$ cat config.mk
export PLATFORM = sky130hd
export DESIGN_NAME = tsr_dev_flat
export DESIGN_NICKNAME = d
export VERILOG_FILES = /design/src/inc/tsr_pkg.sv /design/src/inc/tsr_link_if.sv /design/src/hw/tsr_meas.sv /design/src/hw/tsr_dev.sv /design/src/flat_wrapper.sv
export VERILOG_INCLUDE_DIRS = /design/src /design/src/inc
export SDC_FILE = /design/constraint.sdc
export NUM_CORES = 1
export LEC_CHECK = 0
export BUFFER_PORTS_ARGS = -buffer_cell sky130_fd_sc_hd__buf_4
export CAP_MARGIN = 0
export CORE_AREA = 2 2 104 106
export CTS_CLUSTER_DIAMETER = 60
export DETAILED_ROUTE_END_ITERATION = 7
export DIE_AREA = 0 0 106 108
export PLACE_DENSITY = 0.75
export SLEW_MARGIN = 20
export SYNTH_ARGS = -nofsm -noshare
export SYNTH_HDL_FRONTEND = slang
export SYNTH_SLANG_ARGS = --single-unit
$ cat constraint.sdc
create_clock -name clk_sys -period 7.3 [get_ports clk_sys]
set_clock_uncertainty 0.05 [all_clocks]
set_input_delay 0.365 -clock clk_sys [delete_from_list [all_inputs] [get_ports clk_sys]]
set_output_delay 0.365 -clock clk_sys [all_outputs]
set_load 0.05 [all_outputs]
$ cat src/inc/tsr_map.svh
// tsr_map.svh: register offsets, field positions, reset values, timing counts
// assumes: included by bare name from design, checker and bench modules
`ifndef TSR_MAP_SVH
`define TSR_MAP_SVH
// ****************************************
// register offsets
// ****************************************
`define TSR_ADDR_REVISION 7'h10
`define TSR_ADDR_TEMP_CTL 7'h4E
`define TSR_ADDR_TEMP_VAL 7'h4F
`define TSR_ADDR_LNA 7'h58
`define TSR_ADDR_FADING 7'h6F
`define TSR_ADDR_LOWIDX 7'h71
// ****************************************
// fields and reset values
// ****************************************
`define TSR_TRIG_BIT 3
`define TSR_BUSY_BIT 2
`define TSR_TEMP_CTL_FIXED 8'h01
`define TSR_LNA_RESET 8'h1B
`define TSR_LNA_HIGH 8'h2D
`define TSR_FADING_RESET 8'h30
`define TSR_FADING_NORMAL 8'h00
`define TSR_FADING_LOWIDX 8'h10
`define TSR_LOWIDX_RESET 8'h00
`define TSR_OFFSET_STEP_HZ 488
// ****************************************
// host-side timing (units as printed)
// ****************************************
`define TSR_CLK_MHZ 100
`define TSR_POR_WAIT_MS 10
`define TSR_MRST_PULSE_US 100
`define TSR_MRST_WAIT_MS 5
`define TSR_POR_WAIT_CYC (`TSR_POR_WAIT_MS * 1000 * `TSR_CLK_MHZ)
`define TSR_MRST_PULSE_CYC (`TSR_MRST_PULSE_US * `TSR_CLK_MHZ)
`define TSR_MRST_WAIT_CYC (`TSR_MRST_WAIT_MS * 1000 * `TSR_CLK_MHZ)
`endif

$ cat src/inc/tsr_pkg.sv
// tsr_pkg.sv: types shared by both ends
// assumes: nothing beyond the map header
package tsr_pkg;
	typedef logic [6:0] tsr_addr_t;
	typedef logic [7:0] tsr_byte_t;
	typedef enum logic [3:0] {
		TSR_H_POR = 4'b0001,
		TSR_H_PULSE = 4'b0010,
		TSR_H_WAIT = 4'b0100,
		TSR_H_READY = 4'b1000
	} tsr_host_state_t;
	typedef enum logic [1:0] {
		TSR_M_IDLE = 2'b01,
		TSR_M_RUN = 2'b10
	} tsr_meas_state_t;
endpackage

$ cat src/inc/tsr_link_if.sv
// tsr_link_if.sv: register access link plus reset and clock-out pins
// assumes: one shared clock; device and checker resolve the reset pin level
`timescale 1ns/100ps
interface tsr_link_if;
	logic [6:0] addr;
	logic [7:0] wdata;
	logic wr;
	logic rd;
	logic [7:0] rdata;
	logic rst_pin_out;
	logic rst_pin_oe;
	logic clock_output_pin;
	modport dev (input addr, input wdata, input wr, input rd,
		output rdata, input rst_pin_out, input rst_pin_oe,
		output clock_output_pin);
	modport host (output addr, output wdata, output wr, output rd,
		input rdata, output rst_pin_out, output rst_pin_oe,
		input clock_output_pin);
endinterface // tsr_link_if

$ cat src/hw/tsr_meas.sv
// tsr_meas.sv: temperature conversion sequencer
// assumes: start is a one-cycle pulse on clk_sys
`timescale 1ns/100ps
`include "tsr_map.svh"
module tsr_meas #(
	parameter int CONV_CYCLES = 64
) (
	input wire logic clk_sys,
	input wire logic resetn,
	input wire logic start,
	input wire logic [7:0] sensor_code,
	output logic temp_conv_in_progress,
	output logic [7:0] temp_reading
);
	import tsr_pkg::*;
	tsr_meas_state_t state, next_state;
	logic [15:0] cnt, next_cnt;
	logic [7:0] next_temp_reading;
	always_comb begin
		next_state = state;
		next_cnt = cnt;
		next_temp_reading = temp_reading;
		unique case (state)
			TSR_M_IDLE: begin
				if (start) begin
					next_state = TSR_M_RUN;
					next_cnt = 16'(CONV_CYCLES - 1);
				end
			end
			TSR_M_RUN: begin
				if (cnt == 16'h0000) begin
					next_state = TSR_M_IDLE;
					next_temp_reading = ~sensor_code;
				end else begin
					next_cnt = cnt - 16'h0001;
				end
			end
			default: next_state = TSR_M_IDLE;
		endcase
	end
	always_ff @(posedge clk_sys) begin
		if (!resetn) begin
			state <= TSR_M_IDLE;
			cnt <= 16'h0000;
			temp_reading <= 8'h00;
		end else begin
			state <= next_state;
			cnt <= next_cnt;
			temp_reading <= next_temp_reading;
		end
	end
	assign temp_conv_in_progress = (state == TSR_M_RUN);
endmodule // tsr_meas

$ cat src/hw/tsr_dev.sv
// tsr_dev.sv: device end, temperature and tuning registers
// assumes: host keeps strobes one cycle; reset pin arrives as out and enable, resolved here
// Functional notes
// - trigger bit starts conversion, reads zero
// - busy bit high throughout conversion
// - receive blocked while converting
// - reading counts up as temperature falls
// - lna select: 0x1B normal, 0x2D high
// - fading margin 0x00/0x10/0x30, reset 0x30
// - offset times 488 Hz when enabled
// - host waits 10 ms after power-on
// - host floats reset pin during power-on
// - clock-out activity signals ready
// - manual reset: pin high about 100 us
// - host waits 5 ms after manual reset
// - revision code readable at 0x10
`timescale 1ns/100ps
`include "tsr_map.svh"
module tsr_dev #(
	parameter logic [7:0] REVISION = 8'h5A, // arbitrary value
	parameter int CONV_CYCLES = 64
) (
	input wire logic clk_sys,
	input wire logic resetn,
	tsr_link_if.dev link,
	input wire logic [7:0] sensor_code,
	output logic rx_allowed,
	output logic lna_high_sens,
	output logic [7:0] fading_margin,
	input wire logic low_index_corr_enable,
	output logic signed [17:0] freq_offset_hz
);
	import tsr_pkg::*;
	// ****************************************
	// reset pin sync and chip reset
	// ****************************************
	logic rp_s1, rp_s2, chip_rst;
	logic [7:0] lna_gain_choice, next_lna;
	logic [7:0] fading_margin_choice, next_fading;
	logic [7:0] low_index_corr_shift, next_shift;
	logic [7:0] rdata, next_rdata;
	logic clk_div, next_clk_div;
	logic busy, start;
	logic [7:0] temp_reading;
	logic next_rx, next_lhs;
	logic [17:0] next_off;
	always_ff @(posedge clk_sys) begin
		if (!resetn) begin
			rp_s1 <= 1'b0;
			rp_s2 <= 1'b0;
		end else begin
			rp_s1 <= link.rst_pin_oe & link.rst_pin_out;
			rp_s2 <= rp_s1;
		end
	end
	// pin high holds the chip in reset
	assign chip_rst = !resetn || rp_s2;
	// ****************************************
	// register writes and reads
	// ****************************************
	// write of trigger bit fires a start pulse
	assign start = link.wr && link.addr == `TSR_ADDR_TEMP_CTL
		&& link.wdata[`TSR_TRIG_BIT];
	always_comb begin
		next_lna = lna_gain_choice;
		next_fading = fading_margin_choice;
		next_shift = low_index_corr_shift;
		next_rdata = 8'h00;
		if (link.wr) begin
			unique case (link.addr)
				`TSR_ADDR_LNA: next_lna = link.wdata;
				`TSR_ADDR_FADING: next_fading = link.wdata;
				`TSR_ADDR_LOWIDX: next_shift = link.wdata;
				default: ;
			endcase
		end
		if (link.rd) begin
			unique case (link.addr)
				`TSR_ADDR_REVISION: next_rdata = REVISION;
				`TSR_ADDR_TEMP_CTL: next_rdata = `TSR_TEMP_CTL_FIXED
					| {5'b00000, busy, 2'b00};
				`TSR_ADDR_TEMP_VAL: next_rdata = temp_reading;
				`TSR_ADDR_LNA: next_rdata = lna_gain_choice;
				`TSR_ADDR_FADING: next_rdata = fading_margin_choice;
				`TSR_ADDR_LOWIDX: next_rdata = low_index_corr_shift;
				default: next_rdata = 8'h00;
			endcase
		end
		next_rx = !busy && !start;
		next_lhs = (lna_gain_choice == `TSR_LNA_HIGH);
		next_off = low_index_corr_enable
			? 18'($signed(low_index_corr_shift) * `TSR_OFFSET_STEP_HZ)
			: 18'h0_0000;
		// clock-out toggles only out of reset
		next_clk_div = !clk_div;
	end
	always_ff @(posedge clk_sys) begin
		if (chip_rst) begin
			lna_gain_choice <= `TSR_LNA_RESET;
			fading_margin_choice <= `TSR_FADING_RESET;
			low_index_corr_shift <= `TSR_LOWIDX_RESET;
			rdata <= 8'h00;
			clk_div <= 1'b0;
			rx_allowed <= 1'b0;
			lna_high_sens <= 1'b0;
			fading_margin <= `TSR_FADING_RESET;
			freq_offset_hz <= 18'h0_0000;
		end else begin
			lna_gain_choice <= next_lna;
			fading_margin_choice <= next_fading;
			low_index_corr_shift <= next_shift;
			rdata <= next_rdata;
			clk_div <= next_clk_div;
			rx_allowed <= next_rx;
			lna_high_sens <= next_lhs;
			fading_margin <= fading_margin_choice;
			freq_offset_hz <= next_off;
		end
	end
	assign link.rdata = rdata;
	assign link.clock_output_pin = clk_div;
	// ****************************************
	// conversion engine
	// ****************************************
	// one engine, start ignored while busy
	tsr_meas #(
		.CONV_CYCLES(CONV_CYCLES)
	) u_meas (
		.clk_sys(clk_sys),
		.resetn(!chip_rst),
		.start(start),
		.sensor_code(sensor_code),
		.temp_conv_in_progress(busy),
		.temp_reading(temp_reading)
	);
endmodule // tsr_dev

$ cat src/flat_wrapper.sv
// flat-port wrapper written by rule: the top's interface ports become plain ports
module tsr_dev_flat import tsr_pkg::*;
#(
	parameter logic [7:0] REVISION = 8'h5A,                   
	parameter int CONV_CYCLES = 64
)
  (clk_sys, resetn, sensor_code, rx_allowed, lna_high_sens, fading_margin, low_index_corr_enable, freq_offset_hz, link_addr, link_wdata, link_wr, link_rd, link_rdata, link_rst_pin_out, link_rst_pin_oe, link_clock_output_pin);
  tsr_link_if link_i ();
  input wire logic clk_sys;
  input wire logic resetn;
  input wire logic [7:0] sensor_code;
  output logic rx_allowed;
  output logic lna_high_sens;
  output logic [7:0] fading_margin;
  input wire logic low_index_corr_enable;
  output logic signed [17:0] freq_offset_hz;
  input wire logic [$bits(link_i.addr)-1:0] link_addr;
  input wire logic [$bits(link_i.wdata)-1:0] link_wdata;
  input wire logic [$bits(link_i.wr)-1:0] link_wr;
  input wire logic [$bits(link_i.rd)-1:0] link_rd;
  output wire logic [$bits(link_i.rdata)-1:0] link_rdata;
  input wire logic [$bits(link_i.rst_pin_out)-1:0] link_rst_pin_out;
  input wire logic [$bits(link_i.rst_pin_oe)-1:0] link_rst_pin_oe;
  output wire logic [$bits(link_i.clock_output_pin)-1:0] link_clock_output_pin;
  assign link_i.addr = link_addr;
  assign link_i.wdata = link_wdata;
  assign link_i.wr = link_wr;
  assign link_i.rd = link_rd;
  assign link_rdata = link_i.rdata;
  assign link_i.rst_pin_out = link_rst_pin_out;
  assign link_i.rst_pin_oe = link_rst_pin_oe;
  assign link_clock_output_pin = link_i.clock_output_pin;
  tsr_dev #(.REVISION(REVISION), .CONV_CYCLES(CONV_CYCLES)) u_core (.clk_sys(clk_sys), .resetn(resetn), .link(link_i), .sensor_code(sensor_code), .rx_allowed(rx_allowed), .lna_high_sens(lna_high_sens), .fading_margin(fading_margin), .low_index_corr_enable(low_index_corr_enable), .freq_offset_hz(freq_offset_hz));
endmodule
Word level (Yosys, flattened, before mapping):

Cells that the tools add are included.
Widths: inputs -> output; s select.

* multiplexer cells: 7
* reductions and logical operators: 18
* magnitude comparators: 0
* equality and inequality tests: 12
* bitwise logic cells: 4
* shift-type cells: 0
* add/subtract/negate cells: 1
* divide/modulo/power cells: 0
* multiply operators: 1

Operators by type and width (number)
* $pmux 8 s6: 1
* $eq 7x7->1 const B: 5
* $mux 16: 2
* $pmux 16 s2: 1
* $logic_not 16->1: 1
* $sub 16x1->16 const B: 1
* $mul 8x7->15 const B: 1
* $reduce_and 2->1: 5
* $eq 8x6->1 const B: 1
* $not 8->8: 1
* $eq 7x5->1 const B: 1
* $logic_not 1->1: 4
* $mux 2: 2
* $ne 2x2->1 const B: 2
* $pmux 2 s2: 1
* $reduce_or 2->1: 2
* $logic_and 1x1->1: 3
* $reduce_and 3->1: 1
* $eq 2x1->1 const B: 1
* $eq 2x2->1 const B: 1
* $ne 2x1->1 const B: 1
* $not 1->1: 2
* $reduce_bool 2->1: 1
* $and 1x1->1: 1
* $logic_or 1x1->1: 1

* latch bits: 0
* RAM bits: 0
* memories: 0
* output and inout port bits: 37
* flip-flop bits (word level): 89
* ROM bits: 0
* word-level logic and storage cells: 58
* input port bits: 30

Depth between registers and ports, before layout:

Gate-level depths: netlist (run 1).

* word-level depth: 5
* gate-level depth with buffers: 14

Modules after synthesis:

A second synthesis (run 1) with hierarchy kept.

* cell total of the unflattened synthesis: 514
* area, all modules: 4684.5 µm²

By module, submodules not included
* tsr_dev: cells an instance 364, area an instance 3394.5 µm², sequential area each 1201.2 µm², times used 1
* tsr_meas: cells an instance 150, area an instance 1290.0 µm², sequential area each 520.5 µm², times used 1

Worst setup path before layout (run 1):

No wires, ideal clock.

* path type: reg2reg
* from: register u_core.low_index_corr_shift[2]
* to: register u_core.freq_offset_hz[16]
* setup time: 0.087 ns
* data required time: 7.163 ns
* cell stages (with the launch flop): 13
* arrival time: 3.435 ns
* slack: 3.728 ns
* buffers on the path: 0
* path through: dfxtp_1 > ha_1 > inv_1 > fa_1 > fa_1 > inv_1 > fa_1 > ha_1 > o21a_1 > a211o_1 > a211oi_1 > o21ai_0 > o31ai_1

* word-level cells in the longest chain between the ends: 1

Ends and longest elaborated chain
* from (decl): RTL line tsr_dev.sv:40 `logic [7:0] low_index_corr_shift, next_shift;`
* from (signal assigned): RTL line tsr_dev.sv:101 `` low_index_corr_shift <= `TSR_LOWIDX_RESET; ``
* from (signal assigned): RTL line tsr_dev.sv:111 `low_index_corr_shift <= next_shift;`
* $mul 8x7->15 (no source line)
* to (signal assigned): RTL line tsr_dev.sv:117 `freq_offset_hz <= next_off;`
* to (decl): RTL line tsr_dev.sv:31 `output logic signed [17:0] freq_offset_hz`

Every way passes these cells.
A chain may end at the register's enable or synchronous reset.

Final worst setup path (run 1):

* from: register u_core.low_index_corr_shift[3]
* to: register u_core.freq_offset_hz[17]

Same word-level chain as after synthesis.

==> metrics, run 1 <==
status=finished clean; Residual DRC=0; I/O Buffers=63; Slew @ Worst Pin=0.9072 ns; PwrDens=162.8 nW/µm²; WHS=0.1206 ns; Yosys warning count=0; Die Area=11450 µm²; cells after synthesis=501; Post-synth top cells=86 x dfxtp_1, 50 x nor2_1, 37 x nand2_1, 35 x inv_1, 33 x a21oi_1; Min-Delay Path Class=in2reg; Seq/Total Area, Yosys=0.3782; Psw=208.0 µW; Starting Density=0.4449; Row Count=37; critical path class=reg2reg; most common cell in the netlist=dfxtp_1; Root Buffer=clkbuf_8; final wirelength=10.03 mm; slowest cell on the critical path=fa_1; clock latency on the worst-skew pair=0.36 ns; Post-synth EDFFs=0; Max VDD drop=0.09275 mV; antenna violations before repair=0; maximum number of pins on one net before global-route repair=36; Final ANT Viol Nets=0; Clock transition at path regs=0.09 ns; Antenna Cells=0; top_reg_cell synth=dfxtp_1; Synth Area per Inst=9.086 µm²; Vias/cell=5.221; top cells by area, synth=dfxtp_1 38%, ha_1 8.2%, fa_1 7.5%, nor2_1 4.1%, mux2i_1 3.7%; Longest Clk Path Bufs=2; Fin. Hold Viols=0; io pins=67; drt first pass iters=4; first-pass GRT wire length=16.66 mm; routed length per instance=14.32 µm; share of post-route cells with drive strength above 1=0.1525; CP bufs+invs=2; P_int=658.3 µW; GRT Util Overall=0.1835; Setup crit start kind=flop; CP most frequent cell=fa_1; critical-path maximum fanout=5; Post-CTS Resized=0; Clk network pwr share=0.398; vias in the first global route=3562; Setup TNS=0 ns; top achievable clock speed=0.2529 GHz; fin area=5321 µm²; Synth area leader=dfxtp_1; Hold-fix buffers, CTS=0; dpl cell area=5115 µm²; Cell Area, Synth=4552 µm²; switching power share of the total=0.2401; first-iteration detailed-routing DRC count=137; worst stage delay on the critical path=0.54 ns; Arr. time, crit path=4.21 ns; ys async rst share=0; minimum clock period=3.955 ns; Die Span Y=108 µm; GP Congestion=0.8895; fin. max-slew vios=0; chip width=106 µm; combinational power share=0.058; Pleak=0.002413 µW; Congestion Overflow GR=0; CTS tree=built; Seq pwr share=0.544; cell family with most CP delay=adder cells; CP required=7.56 ns; worst-path cell chain=ha_1, inv_1, fa_1, fa_1, inv_1, fa_1, ha_1, o21ai_0, o21ai_0, a31oi_1, or4_1, nand3b_1; core box area=10230 µm²; final setup vio count=0; Final Cycle Share=0.5417; vias post-DR=3655; number of H-tree levels=3; Max-Cap Viols=0; post-CTS setup buffer count=0; Distinct cells, synth=50; Num CTS Buffers=9; Finished Core Util=0.5201; crit path capture type=flop; area grow syn2layout=16.90%; placed wire-length estimate=7.681 mm; Slew HR=0.3930; NumNets Final=636; Clock Sinks=86; Synth top area share=0.3782; #FFs+latches synth=86; unrepaired setup endpoints after global routing=no
-- cells by family (layout without fill, tap and decap cells) --
| logic type | count (synthesis) | count (layout) | synth area share |
|---|---|---|---|
| AND/OR/NAND/NOR | 180 | 180 | 0.1990 |
| AO/OA/AOI/OAI | 90 | 90 | 0.1273 |
| flip-flops | 86 | 86 | 0.3782 |
| buffers and inverters | 55 | 116 | 0.05140 |
| adder cells (fa/ha/maj) | 47 | 47 | 0.1572 |
| XOR/XNOR | 24 | 24 | 0.04618 |
| multiplexers | 18 | 18 | 0.03986 |
| other | 1 | 3 | 0.0008238 |
-- layout by cell type (no fill, tap or decap), types with 3 or more instances in the layout --
cell / n
a211oi_1: 12
a21o_1: 5
a21oi_1: 33
a221oi_1: 3
a31oi_1: 3
and2_1: 10
and3_1: 10
buf_4: 65
clkbuf_8: 10
conb_1: 3
dfxtp_1: 86
fa_1: 17
ha_1: 30
inv_1: 35
mux2i_1: 17
nand2_1: 37
nand2b_1: 7
nand3_1: 27
nand4_1: 3
nor2_1: 50
nor2b_1: 5
nor3_1: 9
nor3b_1: 5
o211ai_1: 4
o21a_1: 4
o21ai_0: 10
o22ai_1: 5
or4_1: 3
xnor2_1: 6
xor2_1: 18
-- per-stage QoR --
step / power, µW / worst slack, ns / instances
after floorplan: 510.6 / 3.728 / 503
after global placement: 531.8 / 3.558 / 684
after detailed placement: 532.7 / 3.378 / 684
after CTS: 876.8 / 3.359 / 700
after global routing: 899.5 / 3.168 / 700
final: 866.3 / 3.345 / 700
-- power by group through the flow --
stage	Clock (µW)	Combinational, µW	Sequential, µW
finish	345	50.4	471
global route	373	54.8	472
CTS	355	50.6	471
detailed placement	0	50.4	482
global placement	0	49.5	482
floorplan	0	24.8	486
-- sequential cells by signal (all words and copies together) (netlist names) --
register / cells
u_core.link.rdata: 8
u_core.u_meas.cnt: 16
u_core.fading_margin: 8
u_core.rx_allowed: 1
u_core.u_meas.temp_reading: 8
u_core.u_meas.state: 2
u_core.lna_gain_choice: 8
u_core.rp_s1: 1
u_core.freq_offset_hz: 15
u_core.link.clock_output_pin: 1
u_core.fading_margin_choice: 8
u_core.low_index_corr_shift: 8
u_core.rp_s2: 1
u_core.lna_high_sens: 1
-- final cells by class --
type / count / area, µm²
Inverter: 35 / 131.4
Clock buffer: 10 / 137.6
Clock inverter: 6 / 68.82
Multi-Input combinational cell: 362 / 2604
Tap cell: 136 / 170.2
Timing Repair Buffer: 65 / 488.0
Sequential cell: 86 / 1722
Fill cell: 925 / 4910
-- final timing paths --
kind / startpoint / slack [ns] / end / depth (start not counted)
setup / recovery: u_core.low_index_corr_shift[3]$_SDFFE_PP0P_ / 3.35 / u_core.freq_offset_hz[17]$_SDFF_PP0_ / 12
hold / removal: sensor_code[3] / 0.12 / u_core.u_meas.temp_reading[3]$_SDFFE_PP0P_ / 2
setup reg to reg: u_core.low_index_corr_shift[3]$_SDFFE_PP0P_ / 3.35 / u_core.freq_offset_hz[17]$_SDFF_PP0_ / 12
hold reg to reg: u_core.link.clock_output_pin$_SDFF_PP0_ / 0.37 / u_core.link.clock_output_pin$_SDFF_PP0_ / 1
-- per-layer routing --
| layer | vias to the layer above | track usage | part of all wire |
|---|---|---|---|
| li1 | 1845 | - | - |
| met1 | 1705 | 0.2176 | 0.45 |
| met2 | 89 | 0.3300 | 0.49 |
| met3 | 16 | 0.03134 | 0.042 |
| met4 | 0 | 0.07613 | 0.020 |
| met5 | - | 0 | 0 |
-- worst reg2reg max path, stage by stage, from the launching register on --
cell      delay, ns
dfxtp_1        0.44
ha_1           0.28
inv_1          0.12
fa_1           0.46
fa_1           0.54
inv_1          0.05
fa_1           0.44
ha_1           0.35
o21ai_0        0.15
o21ai_0        0.32
a31oi_1        0.20
or4_1          0.43
nand3b_1       0.09
Note: power is estimated with default switching activity, not from simulation.
==> run 2: changes to the inputs <==
Settings changed: ABC_AREA from default to 1, CORE_AREA 2 2 104 106 to 2 2 108 110, DIE_AREA 0 0 106 108 to 0 0 110 112.
Clock period 7.3 ns to 3.9 ns, I/O delays scaled along.
==> run 2 against run 1 <==
Effect of this change: synthesized cell count is 26% higher; register-to-register slack worse by 3.1 ns; via count is 15% higher; synthesized area is 7.4% higher; utilization is 0.31 points higher; power is 110% higher; worst hold slack worse by 0.089 ns; critical path depth is 1 higher; critical path type unchanged; largest power group unchanged.
==> metrics, run 2 <==
status=finished clean; Arr. time, crit path=3.81 ns (-0.40 ns); most common cell in the netlist=inv_1; Die Span Y=112 µm (+3.7%); Num CTS Buffers=9 (unchanged); multi-input logic area=2636 µm² (+1.2%); maximum number of pins on one net before global-route repair=23 (-36%); core box area=11170 µm² (+9.2%); final worst slack=0.2438 ns (-3.101 ns); Fin. Hold Viols=0 (unchanged); Root Buffer=clkbuf_16; Seq/Total Area, Yosys=0.3522 (-0.02604); Worst Hold Depth=3 (+1); Final ANT Viol Nets=0 (unchanged); Slew @ Worst Pin=0.6973 ns (-0.2098 ns); fill cell count=1022 (+10%); Min-Delay Path Class=in2reg; Synth area leader=dfxtp_1; final setup vio count=0 (unchanged); Clock transition at path regs=0.06 ns (-0.03 ns); Placement Setup Slack=0.2522 ns (-3.125 ns); fin. max-slew vios=0 (unchanged); first-iteration detailed-routing DRC count=280 (+100%); drt first pass iters=5 (+1); FF-to-FF End=u_core.freq_offset_hz[16]$_SDFF_PP0_; Max VDD drop=0.2070 mV (+120%); final wirelength=11.26 mm (+12%); ys async rst share=0 (unchanged); Residual DRC=0 (unchanged); vias post-DR=4215 (+15%); Yosys warning count=0 (unchanged); number of H-tree levels=3 (unchanged); area grow syn2layout=19.61%; Finished Core Util=0.5232 (+0.003117); Largest register FFs=16 (unchanged); first-pass GRT wire length=18.60 mm (+12%); Worst R2R Start=u_core.low_index_corr_shift[2]$_SDFFE_PP0P_; top_reg_cell synth=dfxtp_1; Antenna Cells=0 (unchanged); I/O Buffers=63 (unchanged); fin area=5847 µm² (+9.9%); NumNets Final=780 (+23%); clock latency on the worst-skew pair=0.34 ns (-0.02 ns); Slew HR=0.5346 (+0.1416); top achievable clock speed=0.2735 GHz (+8.2%); Synth Area per Inst=7.759 µm² (-15%); CTS tree=built; Pleak=0.002882 µW (+19%); Synth top area share=0.3522 (-0.02604); Die Area=12320 µm² (+7.6%); met2 Use GR=0.3117 (-0.01830); share of post-route cells with drive strength above 1=0.1782 (+0.02574); Largest Register=u_core.u_meas.cnt; most common cell after layout, fill and taps aside=inv_1; dpl cell area=5465 µm² (+6.8%); busiest layer in global routing=met2; FF-to-FF path depth=13 (+1); top cells by area, synth=dfxtp_1 35%, inv_1 8.3%, nand2_1 7.8%, ha_1 7.7%, fa_1 7.0%; placed wire-length estimate=8.692 mm (+13%); Worst R2R Setup Slack=0.24 ns (-3.10 ns); CP required=4.06 ns (-3.50 ns); crit path capture type=flop; Distinct cells, synth=44 (-12%); Row Count=39 (+5.4%); biggest registers after layout=u_core.u_meas.cnt (16), u_core.freq_offset_hz (15); minimum clock period=3.656 ns (-0.2986 ns); Post-synth EDFFs=0 (unchanged); cells after synthesis=630 (+26%); io pins=67 (unchanged); GRT Util Overall=0.1935 (+0.009946); Clock Sinks=86 (unchanged); routed length per instance=13.25 µm (-7.5%); M1 GR Usage=0.2484 (+0.03071); Vias/cell=4.959 (-5.0%); PwrDens=317.1 nW/µm² (+95%); Setup crit start kind=flop; GRT met3 Usage=0.03513 (+0.003785); Post-synth top cells=108 x inv_1, 102 x nand2_1, 86 x dfxtp_1, 62 x nor2_1, 57 x a21oi_1; HP Start=link_wdata[0]; Reg area=1723 µm² (about the same); Congestion Overflow GR=0 (unchanged); post-CTS setup buffer count=0 (unchanged); Setup TNS=0 ns (unchanged); critical path class=reg2reg; Starting Density=0.4375 (-0.007442); chip width=110 µm (+3.8%); antenna violations before repair=0 (unchanged); commonest non-fill, non-tap cells in the layout=108 x inv_1, 102 x nand2_1, 85 x dfxtp_1, 65 x buf_4, 62 x nor2_1; Max-Cap Viols=0 (unchanged); vias in the first global route=4010 (+13%); Cell Area, Synth=4888 µm² (+7.4%); #FFs+latches synth=86 (unchanged); GP Congestion=0.9167 (+3.1%); unrepaired setup endpoints after global routing=no; Longest Clk Path Bufs=2 (unchanged); critical-path maximum fanout=6 (+1); Hold Path Sink=u_core.lna_gain_choice[0]$_SDFFE_PP1P_; Final Cycle Share=0.9375 (+0.3957)
run 2: changes by cell type after synthesis, sizes merged, moves of 11 or more:
cell,delta
o21ai,+36
a211oi,-14
nor2,+17
nand2,+76
inv,+80
mux2i,-17
xor2,-11
a21oi,+27
run 2: per-stage QoR:
| stage | cells | hold slack (ns) | total power (µW) |
|---|---|---|---|
| CTS | 850 | 0.02205 | 1865 |
| finish | 850 | 0.03125 | 1854 |
| detailed placement | 826 | 0.3220 | 1012 |
| global placement | 826 | 0.3193 | 1010 |
| global route | 850 | 0.03829 | 1914 |
| floorplan | 632 | 0.2344 | 967.7 |
run 2: what timing repair did:
action	CTS	global route
hold endpoints to repair	9	0
setup endpoints to repair	0	1
hold buffers	9	0
gates resized for setup	0	1
run 2: layer usage:
metal | vias to the layer above | routed length, µm
li1 | 2149 | -
met3 | 21 | 574
met2 | 121 | 5372
met5 | - | 0
met1 | 1924 | 5013
met4 | 0 | 303
run 2: cell families after synthesis:
group,share of synthesized area
xor+xnor,0.01613
simple gates,0.2304
other cells,0.0007671
fa+ha+maj,0.1464
buf+inv,0.1101
flops,0.3522
compound gates,0.1441
run 2: power by group:
part / internal (µW) / switching [µW]
Clock: 508 / 345
Sequential: 882 / 2.09
Combinational: 44.4 / 71.4
Total: 1430 / 419
run 2: area by class of cell:
cell class              instances  share of cell area
clock buffers                  11             0.04152
multi-input cells             416              0.4509
flip-flops and latches         86              0.2947
inverters                     116             0.07533
clock inverters                 4            0.008132
well taps                     143             0.03060
repair buffers                 74             0.09887
run 2: critical path, cell delays in order (launching register included):
cell and delay, ns:
dfxtp_1 0.37, ha_1 0.33, inv_1 0.06, fa_1 0.50, fa_1 0.54, inv_1 0.05
fa_1 0.46, ha_1 0.38, a21oi_1 0.26, nor2_1 0.06, o21ai_0 0.22, nand3_1 0.10
nand2_1 0.07, a21oi_1 0.06
run 2: worst max-delay path by stage:
stage	start	to	slack, ns
floorplan	u_core.low_index_corr_shift[6]$_SDFFE_PP0P_	u_core.freq_offset_hz[17]$_SDFF_PP0_	0.50
global placement	u_core.low_index_corr_shift[6]$_SDFFE_PP0P_	u_core.freq_offset_hz[16]$_SDFF_PP0_	0.33
detailed placement	u_core.low_index_corr_shift[2]$_SDFFE_PP0P_	u_core.freq_offset_hz[16]$_SDFF_PP0_	0.25
CTS	u_core.low_index_corr_shift[2]$_SDFFE_PP0P_	u_core.freq_offset_hz[16]$_SDFF_PP0_	0.24
global route	u_core.low_index_corr_shift[2]$_SDFFE_PP0P_	u_core.freq_offset_hz[16]$_SDFF_PP0_	0.02
finish	u_core.low_index_corr_shift[2]$_SDFFE_PP0P_	u_core.freq_offset_hz[16]$_SDFF_PP0_	0.24
